<file path="src/core/sbtc_params.svh">
// constants for the sixteen bit timer counter: offsets, fields, reset values
`ifndef SBTC_PARAMS_SVH
`define SBTC_PARAMS_SVH

// ****************************************
// register offsets
// ****************************************
`define SBTC_ADDR_CTRL     4'h0
`define SBTC_ADDR_CNT_LO   4'h1
`define SBTC_ADDR_CNT_HI   4'h2
`define SBTC_ADDR_STATUS   4'h3
`define SBTC_ADDR_MASK     4'h4

// ****************************************
// control register fields
// ****************************************
`define SBTC_CTRL_SRC_HI   7
`define SBTC_CTRL_SRC_LO   6
`define SBTC_CTRL_GATE_EN  5
`define SBTC_CTRL_GATE_POL 4
`define SBTC_CTRL_NSYNC    3
`define SBTC_CTRL_RUN      0

// ****************************************
// status and mask fields
// ****************************************
`define SBTC_ST_OVF        0
`define SBTC_ST_GATE_DONE  1
`define SBTC_ST_WIDTH      2

// ****************************************
// reset values, counter limits and increments
// ****************************************
`define SBTC_CTRL_RST      8'h00
`define SBTC_CNT_RST       16'h0000
`define SBTC_ST_RST        2'h0
`define SBTC_RD_ZERO       8'h00
`define SBTC_CNT_MAX       16'hffff
`define SBTC_CNT_ONE       16'h0001
`define SBTC_DIV_RST       2'h0
`define SBTC_DIV_ONE       2'h1
`define SBTC_DIV_LAST      2'h3

`endif

</file>
<file path="src/core/sbtc_pkg.sv">
// types shared by the sixteen bit timer counter files
package sbtc_pkg;

  // count clock selection held in the two high control bits
  typedef enum logic [1:0] {
    sbtc_src_icycle = 2'h0,
    sbtc_src_sysosc = 2'h1,
    sbtc_src_ext    = 2'h2,
    sbtc_src_rsvd   = 2'h3
  } sbtc_src_t;

  typedef logic [7:0]  sbtc_byte_t;
  typedef logic [15:0] sbtc_count_t;

endpackage : sbtc_pkg

</file>
<file path="src/core/sbtc_tick_if.sv">
// tick bundle passed from the edge selector to the counter core
`timescale 1ns/1ps
interface sbtc_tick_if;
  logic tick;      // one counting event this cycle
  logic gate_ok;   // gate lets counting pass
  logic async_on;  // counting on unsynchronised external path
  modport src (output tick, output gate_ok, output async_on);
  modport dst (input tick, input gate_ok, input async_on);
endinterface : sbtc_tick_if

</file>
<file path="src/core/sbtc_tick_sel.sv">
// selects the count source and resolves the gate at full clock rate
`timescale 1ns/1ps
`include "sbtc_params.svh"
module sbtc_tick_sel (
  // clock and reset
  input  wire logic            clk,
  input  wire logic            reset,
  // configuration
  input  wire sbtc_pkg::sbtc_src_t src,
  input  wire logic            nsync,
  input  wire logic            gate_en,
  input  wire logic            gate_pol,
  // pins
  input  wire logic            ext_count_clock_pin,
  input  wire logic            gate_pin,
  // to core
  sbtc_tick_if.src             tk
);
  import sbtc_pkg::*;

  logic [1:0] div;
  logic       ext_q;
  logic       gate_q;

  // ****************************************
  // instruction cycle divider and pin history
  // ****************************************
  // divider gives a one-cycle enable every fourth clock
  always_ff @(posedge clk) begin
    if (reset) begin
      div    <= `SBTC_DIV_RST;
      ext_q  <= 1'b0;
      gate_q <= 1'b0;
    end else begin
      div    <= div + `SBTC_DIV_ONE;
      ext_q  <= ext_count_clock_pin;
      gate_q <= gate_pin;
    end
  end

  // ****************************************
  // tick selection
  // ****************************************
  // gate sampled every clock, not per instruction cycle, so it resolves at full rate
  always_comb begin
    tk.gate_ok  = !gate_en || (gate_q == gate_pol); // RQ3
    tk.async_on = (src == sbtc_src_ext) && nsync;
    unique case (src)
      sbtc_src_sysosc: tk.tick = 1'b1;                          // RQ1 RQ3
      sbtc_src_ext:    tk.tick = ext_count_clock_pin && !ext_q; // RQ2
      sbtc_src_icycle: tk.tick = (div == `SBTC_DIV_LAST);
      default:         tk.tick = 1'b0;
    endcase
  end

endmodule : sbtc_tick_sel

</file>
<file path="src/core/sbtc_timer.sv">
// sixteen bit timer counter top with register port and interrupt
// ****************************************
// Summary of operation
// (RQ1) source 01 counts system clock
// (RQ2) source 10, bit3 clear counts pin edges
// (RQ3) gate acts at full clock rate
// (RQ4) count write never sets overflow flag
// (RQ5) enable or mode switch never sets flag
// (RQ6) count never cleared by spurious flag
// (RQ7) count reads have no side effects
// (RQ8) run bit stops and resumes counting
// (RQ9) flag independent, irq needs flag and enable
// (RQ10) software waits after async count write
// (RQ11) software prefers synchronous counting
// (RQ12) byte writes load halves, reads show count
// ****************************************
//
// Design decisions made here: the address-and-strobe port and the register addresses.
`timescale 1ns/1ps
`include "sbtc_params.svh"
module sbtc_timer (
  // clock and reset
  input  wire logic              clk,
  input  wire logic              reset,
  // register port
  input  wire logic [3:0]        addr,
  input  wire sbtc_pkg::sbtc_byte_t wdata,
  input  wire logic              wr,
  input  wire logic              rd,
  output sbtc_pkg::sbtc_byte_t   rdata,
  // pins
  input  wire logic              ext_count_clock_pin,
  input  wire logic              gate_pin,
  // interrupt and status
  output logic                   irq,
  output logic                   overflow_flag
);
  import sbtc_pkg::*;

  sbtc_tick_if tk ();

  sbtc_byte_t                  timer_control_reg;
  sbtc_count_t                 count;
  logic [`SBTC_ST_WIDTH-1:0]   status;
  logic [`SBTC_ST_WIDTH-1:0]   mask;
  logic                        gate_prev;
  logic                        inc;
  logic                        wrap;
  logic                        gate_fall;
  logic [`SBTC_ST_WIDTH-1:0]   ev;

  // decode helper used by every register write; the read port decodes addr in its own case
  function automatic logic hit(input logic [3:0] a, input logic [3:0] r);
    hit = (a == r);
  endfunction : hit

  // ****************************************
  // count source
  // ****************************************
  sbtc_tick_sel u_sel (
    .clk                 (clk),
    .reset               (reset),
    .src                 (sbtc_src_t'(timer_control_reg[`SBTC_CTRL_SRC_HI:`SBTC_CTRL_SRC_LO])),
    .nsync               (timer_control_reg[`SBTC_CTRL_NSYNC]),
    .gate_en             (timer_control_reg[`SBTC_CTRL_GATE_EN]),
    .gate_pol            (timer_control_reg[`SBTC_CTRL_GATE_POL]),
    .ext_count_clock_pin (ext_count_clock_pin),
    .gate_pin            (gate_pin),
    .tk                  (tk.src)
  );

  // ****************************************
  // increment and overflow detect
  // ****************************************
  // overflow only from a real wrap; writes, enables and mode changes carry no overflow event
  assign inc       = timer_control_reg[`SBTC_CTRL_RUN] && tk.tick && tk.gate_ok; // RQ8
  assign wrap      = inc && (count == `SBTC_CNT_MAX)
                     && !(wr && (hit(addr, `SBTC_ADDR_CNT_LO)
                     || hit(addr, `SBTC_ADDR_CNT_HI))); // RQ4 RQ5
  assign gate_fall = timer_control_reg[`SBTC_CTRL_GATE_EN] && gate_prev && !tk.gate_ok;
  assign ev        = {gate_fall, wrap};

  // ****************************************
  // control register
  // ****************************************
  always_ff @(posedge clk) begin
    if (reset) begin
      timer_control_reg <= `SBTC_CTRL_RST;
    end else if (wr && hit(addr, `SBTC_ADDR_CTRL)) begin
      timer_control_reg <= wdata; // RQ5
    end
  end

  // ****************************************
  // counter
  // ****************************************
  // a count byte write takes priority over a coinciding tick; the tick is dropped
  always_ff @(posedge clk) begin
    if (reset) begin
      count <= `SBTC_CNT_RST;
    end else if (wr && hit(addr, `SBTC_ADDR_CNT_LO)) begin
      count[7:0] <= wdata; // RQ12
    end else if (wr && hit(addr, `SBTC_ADDR_CNT_HI)) begin
      count[15:8] <= wdata; // RQ12
    end else if (inc) begin
      count <= count + `SBTC_CNT_ONE; // RQ1 RQ2 RQ6 RQ8
    end
  end

  // gate history for the gate-closed event
  always_ff @(posedge clk) begin
    if (reset) begin
      gate_prev <= 1'b0;
    end else begin
      gate_prev <= tk.gate_ok;
    end
  end

  // ****************************************
  // status, mask and interrupt
  // ****************************************
  // set wins over write-one-to-clear in the same cycle
  always_ff @(posedge clk) begin
    if (reset) begin
      status <= `SBTC_ST_RST;
    end else begin
      for (int i = 0; i < `SBTC_ST_WIDTH; i++) begin
        if (ev[i]) begin
          status[i] <= 1'b1; // RQ9
        end else if (wr && hit(addr, `SBTC_ADDR_STATUS) && wdata[i]) begin
          status[i] <= 1'b0;
        end
      end
    end
  end

  always_ff @(posedge clk) begin
    if (reset) begin
      mask <= `SBTC_ST_RST;
    end else if (wr && hit(addr, `SBTC_ADDR_MASK)) begin
      mask <= wdata[`SBTC_ST_WIDTH-1:0];
    end
  end

  // registered outputs lag the status by one cycle
  always_ff @(posedge clk) begin
    if (reset) begin
      irq           <= 1'b0;
      overflow_flag <= 1'b0;
    end else begin
      irq           <= |(status & mask); // RQ9
      overflow_flag <= status[`SBTC_ST_OVF];
    end
  end

  // ****************************************
  // read port
  // ****************************************
  // reads are pure: nothing but rdata changes
  always_ff @(posedge clk) begin
    if (reset) begin
      rdata <= `SBTC_RD_ZERO;
    end else if (rd) begin
      unique case (addr)
        `SBTC_ADDR_CTRL:   rdata <= timer_control_reg;
        `SBTC_ADDR_CNT_LO: rdata <= count[7:0];  // RQ7 RQ12
        `SBTC_ADDR_CNT_HI: rdata <= count[15:8]; // RQ7 RQ12
        `SBTC_ADDR_STATUS: rdata <= {6'h00, status};
        `SBTC_ADDR_MASK:   rdata <= {6'h00, mask};
        default:           rdata <= `SBTC_RD_ZERO;
      endcase
    end else begin
      rdata <= `SBTC_RD_ZERO;
    end
  end

endmodule : sbtc_timer

</file>
<file path="config.mk">
export PLATFORM = sky130hd
export DESIGN_NAME = sbtc_timer
export DESIGN_NICKNAME = d
export VERILOG_FILES = /design/src/core/sbtc_pkg.sv /design/src/core/sbtc_tick_if.sv /design/src/core/sbtc_tick_sel.sv /design/src/core/sbtc_timer.sv
export VERILOG_INCLUDE_DIRS = /design/src /design/src/core
export SDC_FILE = /design/constraint.sdc
export NUM_CORES = 1
export LEC_CHECK = 0
export ABC_AREA = 1
export BUFFER_PORTS_ARGS = -buffer_cell sky130_fd_sc_hd__buf_2
export CAP_MARGIN = 20
export CORE_ASPECT_RATIO = 0.8
export CORE_MARGIN = 2
export CORE_UTILIZATION = 60
export CTS_BUF_LIST = sky130_fd_sc_hd__clkbuf_8
export CTS_CLUSTER_SIZE = 10
export DETAILED_ROUTE_END_ITERATION = 6
export PLACE_DENSITY = 0.78
export REMOVE_ABC_BUFFERS = 1
export SLEW_MARGIN = 20
export SYNTH_ARGS = -nofsm -noshare
export SYNTH_HDL_FRONTEND = slang
export SYNTH_SLANG_ARGS = --single-unit
</file>
<file path="constraint.sdc">
create_clock -name clk -period 1.8 [get_ports clk]
set_input_delay 0.36 -clock clk [delete_from_list [all_inputs] [get_ports clk]]
set_output_delay 0.36 -clock clk [all_outputs]
set_load 0.1 [all_outputs]
</file>
======== Word level (Yosys, flattened, before mapping) ========
Index checks and enable logic that the tools add are counted.
cells by class
  multiplexer cells ....................... 10
  reduce and logical (&&, ||, !) cells .... 31
  equality and inequality tests ........... 10
  add/sub/neg operators ................... 2
  bitwise gates (word level) .............. 3
operator list
  operator                 number
  $pmux W8 S5              1
  $mux W8                  3
  $add A16 B1 Y16 const B  1
  $eq A16 B16 Y1 const B   1
  $mux W16                 1
  $logic_and A1 B1 Y1      15
  $eq A4 B2 Y1 const B     2
  $reduce_bool A2 Y1       4
  $eq A2 B2 Y1 const B     2
  $eq A4 B1 Y1 const B     1
  $eq A4 B3 Y1 const B     1
  $logic_not A1 Y1         4
  $logic_not A4 Y1         1
  $mux W1                  4
  $reduce_and A2 Y1        2
  $reduce_or A2 Y1         2
  $pmux W1 S3              1
  $add A2 B1 Y2 const B    1
  $and A2 B2 Y2            1
  $eq A2 B1 Y1 const B     1
  $logic_not A2 Y1         1
  $logic_or A1 B1 Y1       2
  $ne A2 B2 Y1 const B     1
  $not A1 Y1               2
  $eq A1 B1 Y1             1
word-level totals
  input port bits ......................... 18
  flip-flop bits (word level) ............. 43

======== Depth between registers and ports, before layout ========
  depth after elaboration ................. 8
  depth in mapped cells ................... 10
  mapped depth without buffers ............ 10

======== By module ========
From an unflattened synthesis, not the netlist that was laid out.
unflattened totals
  cell total of the unflattened synthesis .. 351
  area, all modules ....................... 2353.5 um^2
modules (own cells, without submodules)
  module         cells each  times used  seq. area each (um^2)  area each (um^2)
  sbtc_timer     329         1           780.7                  2183.3
  sbtc_tick_sel  22          1           80.1                   170.2

======== Worst setup path before layout ========
Ideal clock, no wire load.
  kind .................................... in2reg
  start point ............................. input port addr[3]
  end point ............................... register count[2]
  path buffers ............................ 1
  setup slack ............................. 0.361 ns
  stages .................................. 9
  arrival time ............................ 1.323 ns
  setup time .............................. 0.116 ns
  path through ............................ nor2_4 -> nand3_2 -> nor2_1 -> inv_2 -> buf_2 -> nand2_1 -> nand2_2 -> nor2_1 -> nor2_1
between the ends
  word-level cells in the longest chain between the ends .. 4
RTL lines
  element                                                              RTL line                              text
  from (decl)                                                          sbtc_timer.sv:26                      input wire logic [3:0] addr,
  $eq A4 B1 Y1 or $eq A4 B2 Y1 (tied branches)                         sbtc_timer.sv:54                      hit = (a == r);
  $logic_and A1 B1 Y1, on equally long branches                        sbtc_timer.sv:101, sbtc_timer.sv:103
  $ne A2 B2 Y1 (no source line) or $reduce_bool A2 Y1 (tied branches)  n/a
  $reduce_and A2 Y1 (no source line)                                   n/a
  to (signal assigned)                                                 sbtc_timer.sv:100                     count <= `SBTC_CNT_RST;
  to (signal assigned)                                                 sbtc_timer.sv:102                     count[7:0] <= wdata;
  to (signal assigned)                                                 sbtc_timer.sv:106                     count <= count + `SBTC_CNT_ONE;
  to (decl)                                                            sbtc_timer.sv:43                      sbtc_count_t count;
Several ways; a longest one is shown, not always the timed one.
A chain may end at the register's enable or synchronous reset.

======== Worst setup path after layout ========
  start point ............................. register u_sel.div[0]
  end point ............................... register count[4]
between the ends
  word-level cells in the longest chain between the ends .. 6
RTL lines
  element                              RTL line             text
  from (decl)                          sbtc_tick_sel.sv:21  logic [1:0] div;
  from (signal assigned)               sbtc_tick_sel.sv:31  div <= `SBTC_DIV_RST;
  from (signal assigned)               sbtc_tick_sel.sv:35  div <= div + `SBTC_DIV_ONE;
  $eq A2 B2 Y1 (no source line)        n/a
  $pmux W1 S3                          sbtc_tick_sel.sv:48  unique case (src)
  $logic_and A1 B1 Y1 (2 in series)    sbtc_timer.sv:76     assign inc = timer_control_reg[`SBTC_CTRL_RUN] && tk.tick && tk.gate_ok;
  $reduce_bool A2 Y1 (no source line)  n/a
  $reduce_and A2 Y1 (no source line)   n/a
No other way between the ends.

==> flow_metrics.env <==
export IMPL_core_area_sq_mm=0.00352
export IMPL_place_hpwl_mm=4.62
export IMPL_dieArea_sq_mm=0.00429
export IMPL_num_vias=2375
export IMPL_place_ws_ps=145
export IMPL_row_count=19
export IMPL_power_density_mw_per_mm2=771
export IMPL_p_leak_nw=1.16
export IMPL_cp_arrival_ps=1830
export IMPL_max_freq_ghz=0.613
export IMPL_drt_initial_drc_count=366
export IMPL_met1_usage_pct=45.3
export IMPL_vias_per_cell=5.63
export IMPL_htreeDepth=2
export IMPL_layout_setup_ws_ps=168
export IMPL_drc=0
export IMPL_cts_root_buf="clkbuf_8"
export IMPL_grt_max_degree=21
export IMPL_critPathKind="register to register"
export IMPL_start_util_pct=64.4
export IMPL_syn_inst=343
export IMPL_end_kind="register"
export IMPL_clkTransAtPathRegs_ps=90
export IMPL_cts_inserted_buffers=5
export IMPL_critical_path_max_fanout=8
export IMPL_area_growth_pct=15.9
export IMPL_worstMarginPinSlew_ps=486
export IMPL_placed_area_sq_mm=0.00249
export IMPL_crit_buf_inv=0
export IMPL_grt_pass1_vias=2126
export IMPL_antenna_found_initial=0
export IMPL_drive_above_1_share_pct=15.8
export IMPL_period_minus_slack_ps=1630
export IMPL_slowest_delay_ps=410
export IMPL_nets=399
export IMPL_grt_total_usage_pct=31.8
export IMPL_status="complete, no violations"
export IMPL_grt_pass1_wl_mm=10.3
export IMPL_fin_skew_ps=7.14
export IMPL_route_antenna_remaining_nets=0
export IMPL_required_ps=2000
export IMPL_routedWlPerCell_um=14.6
export IMPL_use_met3_pct=8.50
export IMPL_die_h_um=59.0
export IMPL_yosys_warnings=0
export IMPL_clockBufferDepth=2
export IMPL_seq_area_frac_synth_pct=38.0
export IMPL_port_buffers=27
export IMPL_min_period_over_period_pct=90.7
export IMPL_insertion_delay_ps=300
export IMPL_grt_use_met2_pct=47.3
export IMPL_start_kind="register"
export IMPL_rsz0062_at_grt="true"
export IMPL_gr_max_usage_layer="met2"
export IMPL_die_x_um=72.7
export IMPL_fin_area_sq_mm=0.00263
export IMPL_min_path_type="input port to register"
export IMPL_diodes=0
export IMPL_gr_total_overflow=0
export IMPL_vdd_drop_max_mv=0.637
export IMPL_tritoncts="built"
export IMPL_final_hold_viol_count=0
export IMPL_cts_sinks=43
export IMPL_io_pin_count=28
export IMPL_synth_area_per_cell_sq_um=6.61
export IMPL_finalWirelength_mm=6.17
export IMPL_cap_violations=0
export IMPL_setup_violations=0
export IMPL_synth_seq_cells=43
export IMPL_first_pass_iters=7
export IMPL_syn_area_sq_mm=0.00227
export IMPL_slowest_stage="a21oi_2"
export IMPL_synth_cell_type_count=36
export IMPL_cp_cell_sequence="ha_1, nor2_1, a21oi_1, nand3_1, a21oi_2, nand2_1, nand2_1, a21oi_1"
export IMPL_maxSlewHeadroom_pct=67.9
export IMPL_maxSlewViolCount=0
export IMPL_cts_setup_buffers=0
export IMPL_crit_family="compound AO/OA/AOI/OAI gates"
export IMPL_largest_reg_flops=16
export IMPL_gp_congestion=0.986
==> worst paths after layout <==
check / startpoint / endpoint / slack, ps / cells past startpoint
setup / recovery: u_sel.div[0]$_SDFF_PP0_ / count[4]$_SDFFE_PP0P_ / 170 / 8
hold / removal: gate_pin / u_sel.gate_q$_SDFF_PP0_ / 260 / 3
setup reg to reg: u_sel.div[0]$_SDFF_PP0_ / count[4]$_SDFFE_PP0P_ / 170 / 8
hold reg to reg: u_sel.div[0]$_SDFF_PP0_ / u_sel.div[0]$_SDFF_PP0_ / 430 / 1
==> final cells by class <==
class	count	area, sq um
inverters	54	205
multi-input cells	238	1160
clock buffers	5	68.8
well taps	42	52.6
repair buffers	37	210
fillers	288	890
flip-flops and latches	43	861
clock inverters	3	67.6
==> report_power, final <==
group	total (mW)	leakage (nW)	internal, mW	switching, mW
Combinational	0.148	0.747	0.0489	0.0993
Sequential	0.977	0.348	0.967	0.0102
Clock	0.901	0.0644	0.553	0.348
Total	2.03	1.16	1.57	0.457
==> worst register-to-register path, cell delays in order, from the launching register on <==
cell     delay, ps
dfxtp_1        350
ha_1           150
nor2_1          50
a21oi_1        120
nand3_1        240
a21oi_2        410
nand2_1        100
nand2_1         80
a21oi_1         40
==> synthesized netlist by cell type <==
library cell	instances	share of area [%]
nand4_1	5	1.4
nor2_8	1	0.88
a31oi_1	1	0.28
buf_4	2	0.66
o31ai_1	2	0.66
nor2_4	1	0.50
ha_1	2	1.1
a21oi_1	23	5.1
nand3_1	28	6.2
nor4_1	1	0.28
nand2_4	1	0.50
inv_4	1	0.28
inv_2	2	0.33
nand2_1	78	13
xor2_1	2	0.77
nor3_1	2	0.44
dfxtp_1	43	38
o22ai_1	6	1.7
nor2_2	1	0.28
a211oi_1	2	0.66
clkinv_1	1	0.17
buf_2	2	0.44
o32ai_1	1	0.39
o21ai_0	25	5.5
nor2_1	41	6.8
o21ai_1	3	0.66
nand3_2	1	0.44
o221ai_1	1	0.39
and2_1	1	0.28
a21oi_2	1	0.39
inv_1	50	8.3
or2_2	2	0.55
clkbuf_1	4	0.66
a21oi_4	1	0.72
o211ai_1	3	0.99
nand2_2	2	0.55
==> through the flow <==
step	hold WS, ps	std cells	utilization (%)	power, mW	TNS, ps
detailed placement	417	414	70.8	1.14	0
CTS	260	422	74.6	2.03	0
finish	261	422	74.7	2.03	0
global placement	407	414	70.8	1.14	0
floorplan	395	335	-	1.07	-398
global route	260	422	74.7	2.08	-11.1
==> per-layer routing <==
layer	up-vias	part of all wire [%]	wire length [um]
met4	0	1.5	95
met5	-	0	0
met1	1041	45	2800
met3	13	11	672
met2	140	42	2600
li1	1181	-	-
==> kinds of logic (layout without fill, tap and decap cells) <==
logic type / after synthesis / after routing / synth area share (%)
simple gates: 165 / 165 / 32.0
compound gates: 69 / 69 / 17.4
buf+inv: 62 / 99 / 10.8
flops: 43 / 43 / 38.0
fa+ha+maj: 2 / 2 / 1.10
xor+xnor: 2 / 2 / 0.773
==> cell usage in the layout (no fill, tap or decap) <==
| cell | n |
|---|---|
| buf_4 | 10 |
| nor2_4 | 1 |
| o32ai_1 | 1 |
| nand2_1 | 78 |
| nand2_4 | 1 |
| xor2_1 | 2 |
| nor2_1 | 40 |
| a31oi_1 | 1 |
| and2_1 | 1 |
| dfxtp_1 | 43 |
| o211ai_1 | 3 |
| bufinv_16 | 2 |
| o21ai_0 | 24 |
| buf_2 | 27 |
| nand4_1 | 5 |
| nor3_1 | 2 |
| a21oi_1 | 23 |
| inv_2 | 2 |
| nand3_2 | 1 |
| o221ai_1 | 1 |
| nand2_2 | 2 |
| a21oi_4 | 1 |
| a21oi_2 | 1 |
| inv_1 | 50 |
| nand3_1 | 28 |
| o31ai_1 | 2 |
| ha_1 | 2 |
| clkinv_1 | 1 |
| inv_4 | 1 |
| a211oi_1 | 2 |
| clkinvlp_4 | 1 |
| clkbuf_8 | 5 |
| or2_2 | 2 |
| o22ai_1 | 6 |
| nor2_2 | 2 |
| o21ai_1 | 4 |
| nor4_1 | 1 |
| nor2_8 | 1 |
==> what timing repair did <==
action / 4_1_cts / 5_1_grt
gates resized for setup: 0 / 2
hold buffers: 0 / 0
endpoints found under the setup margin: 0 / 3
No activity file was read; power rests on OpenSTA's default activity.
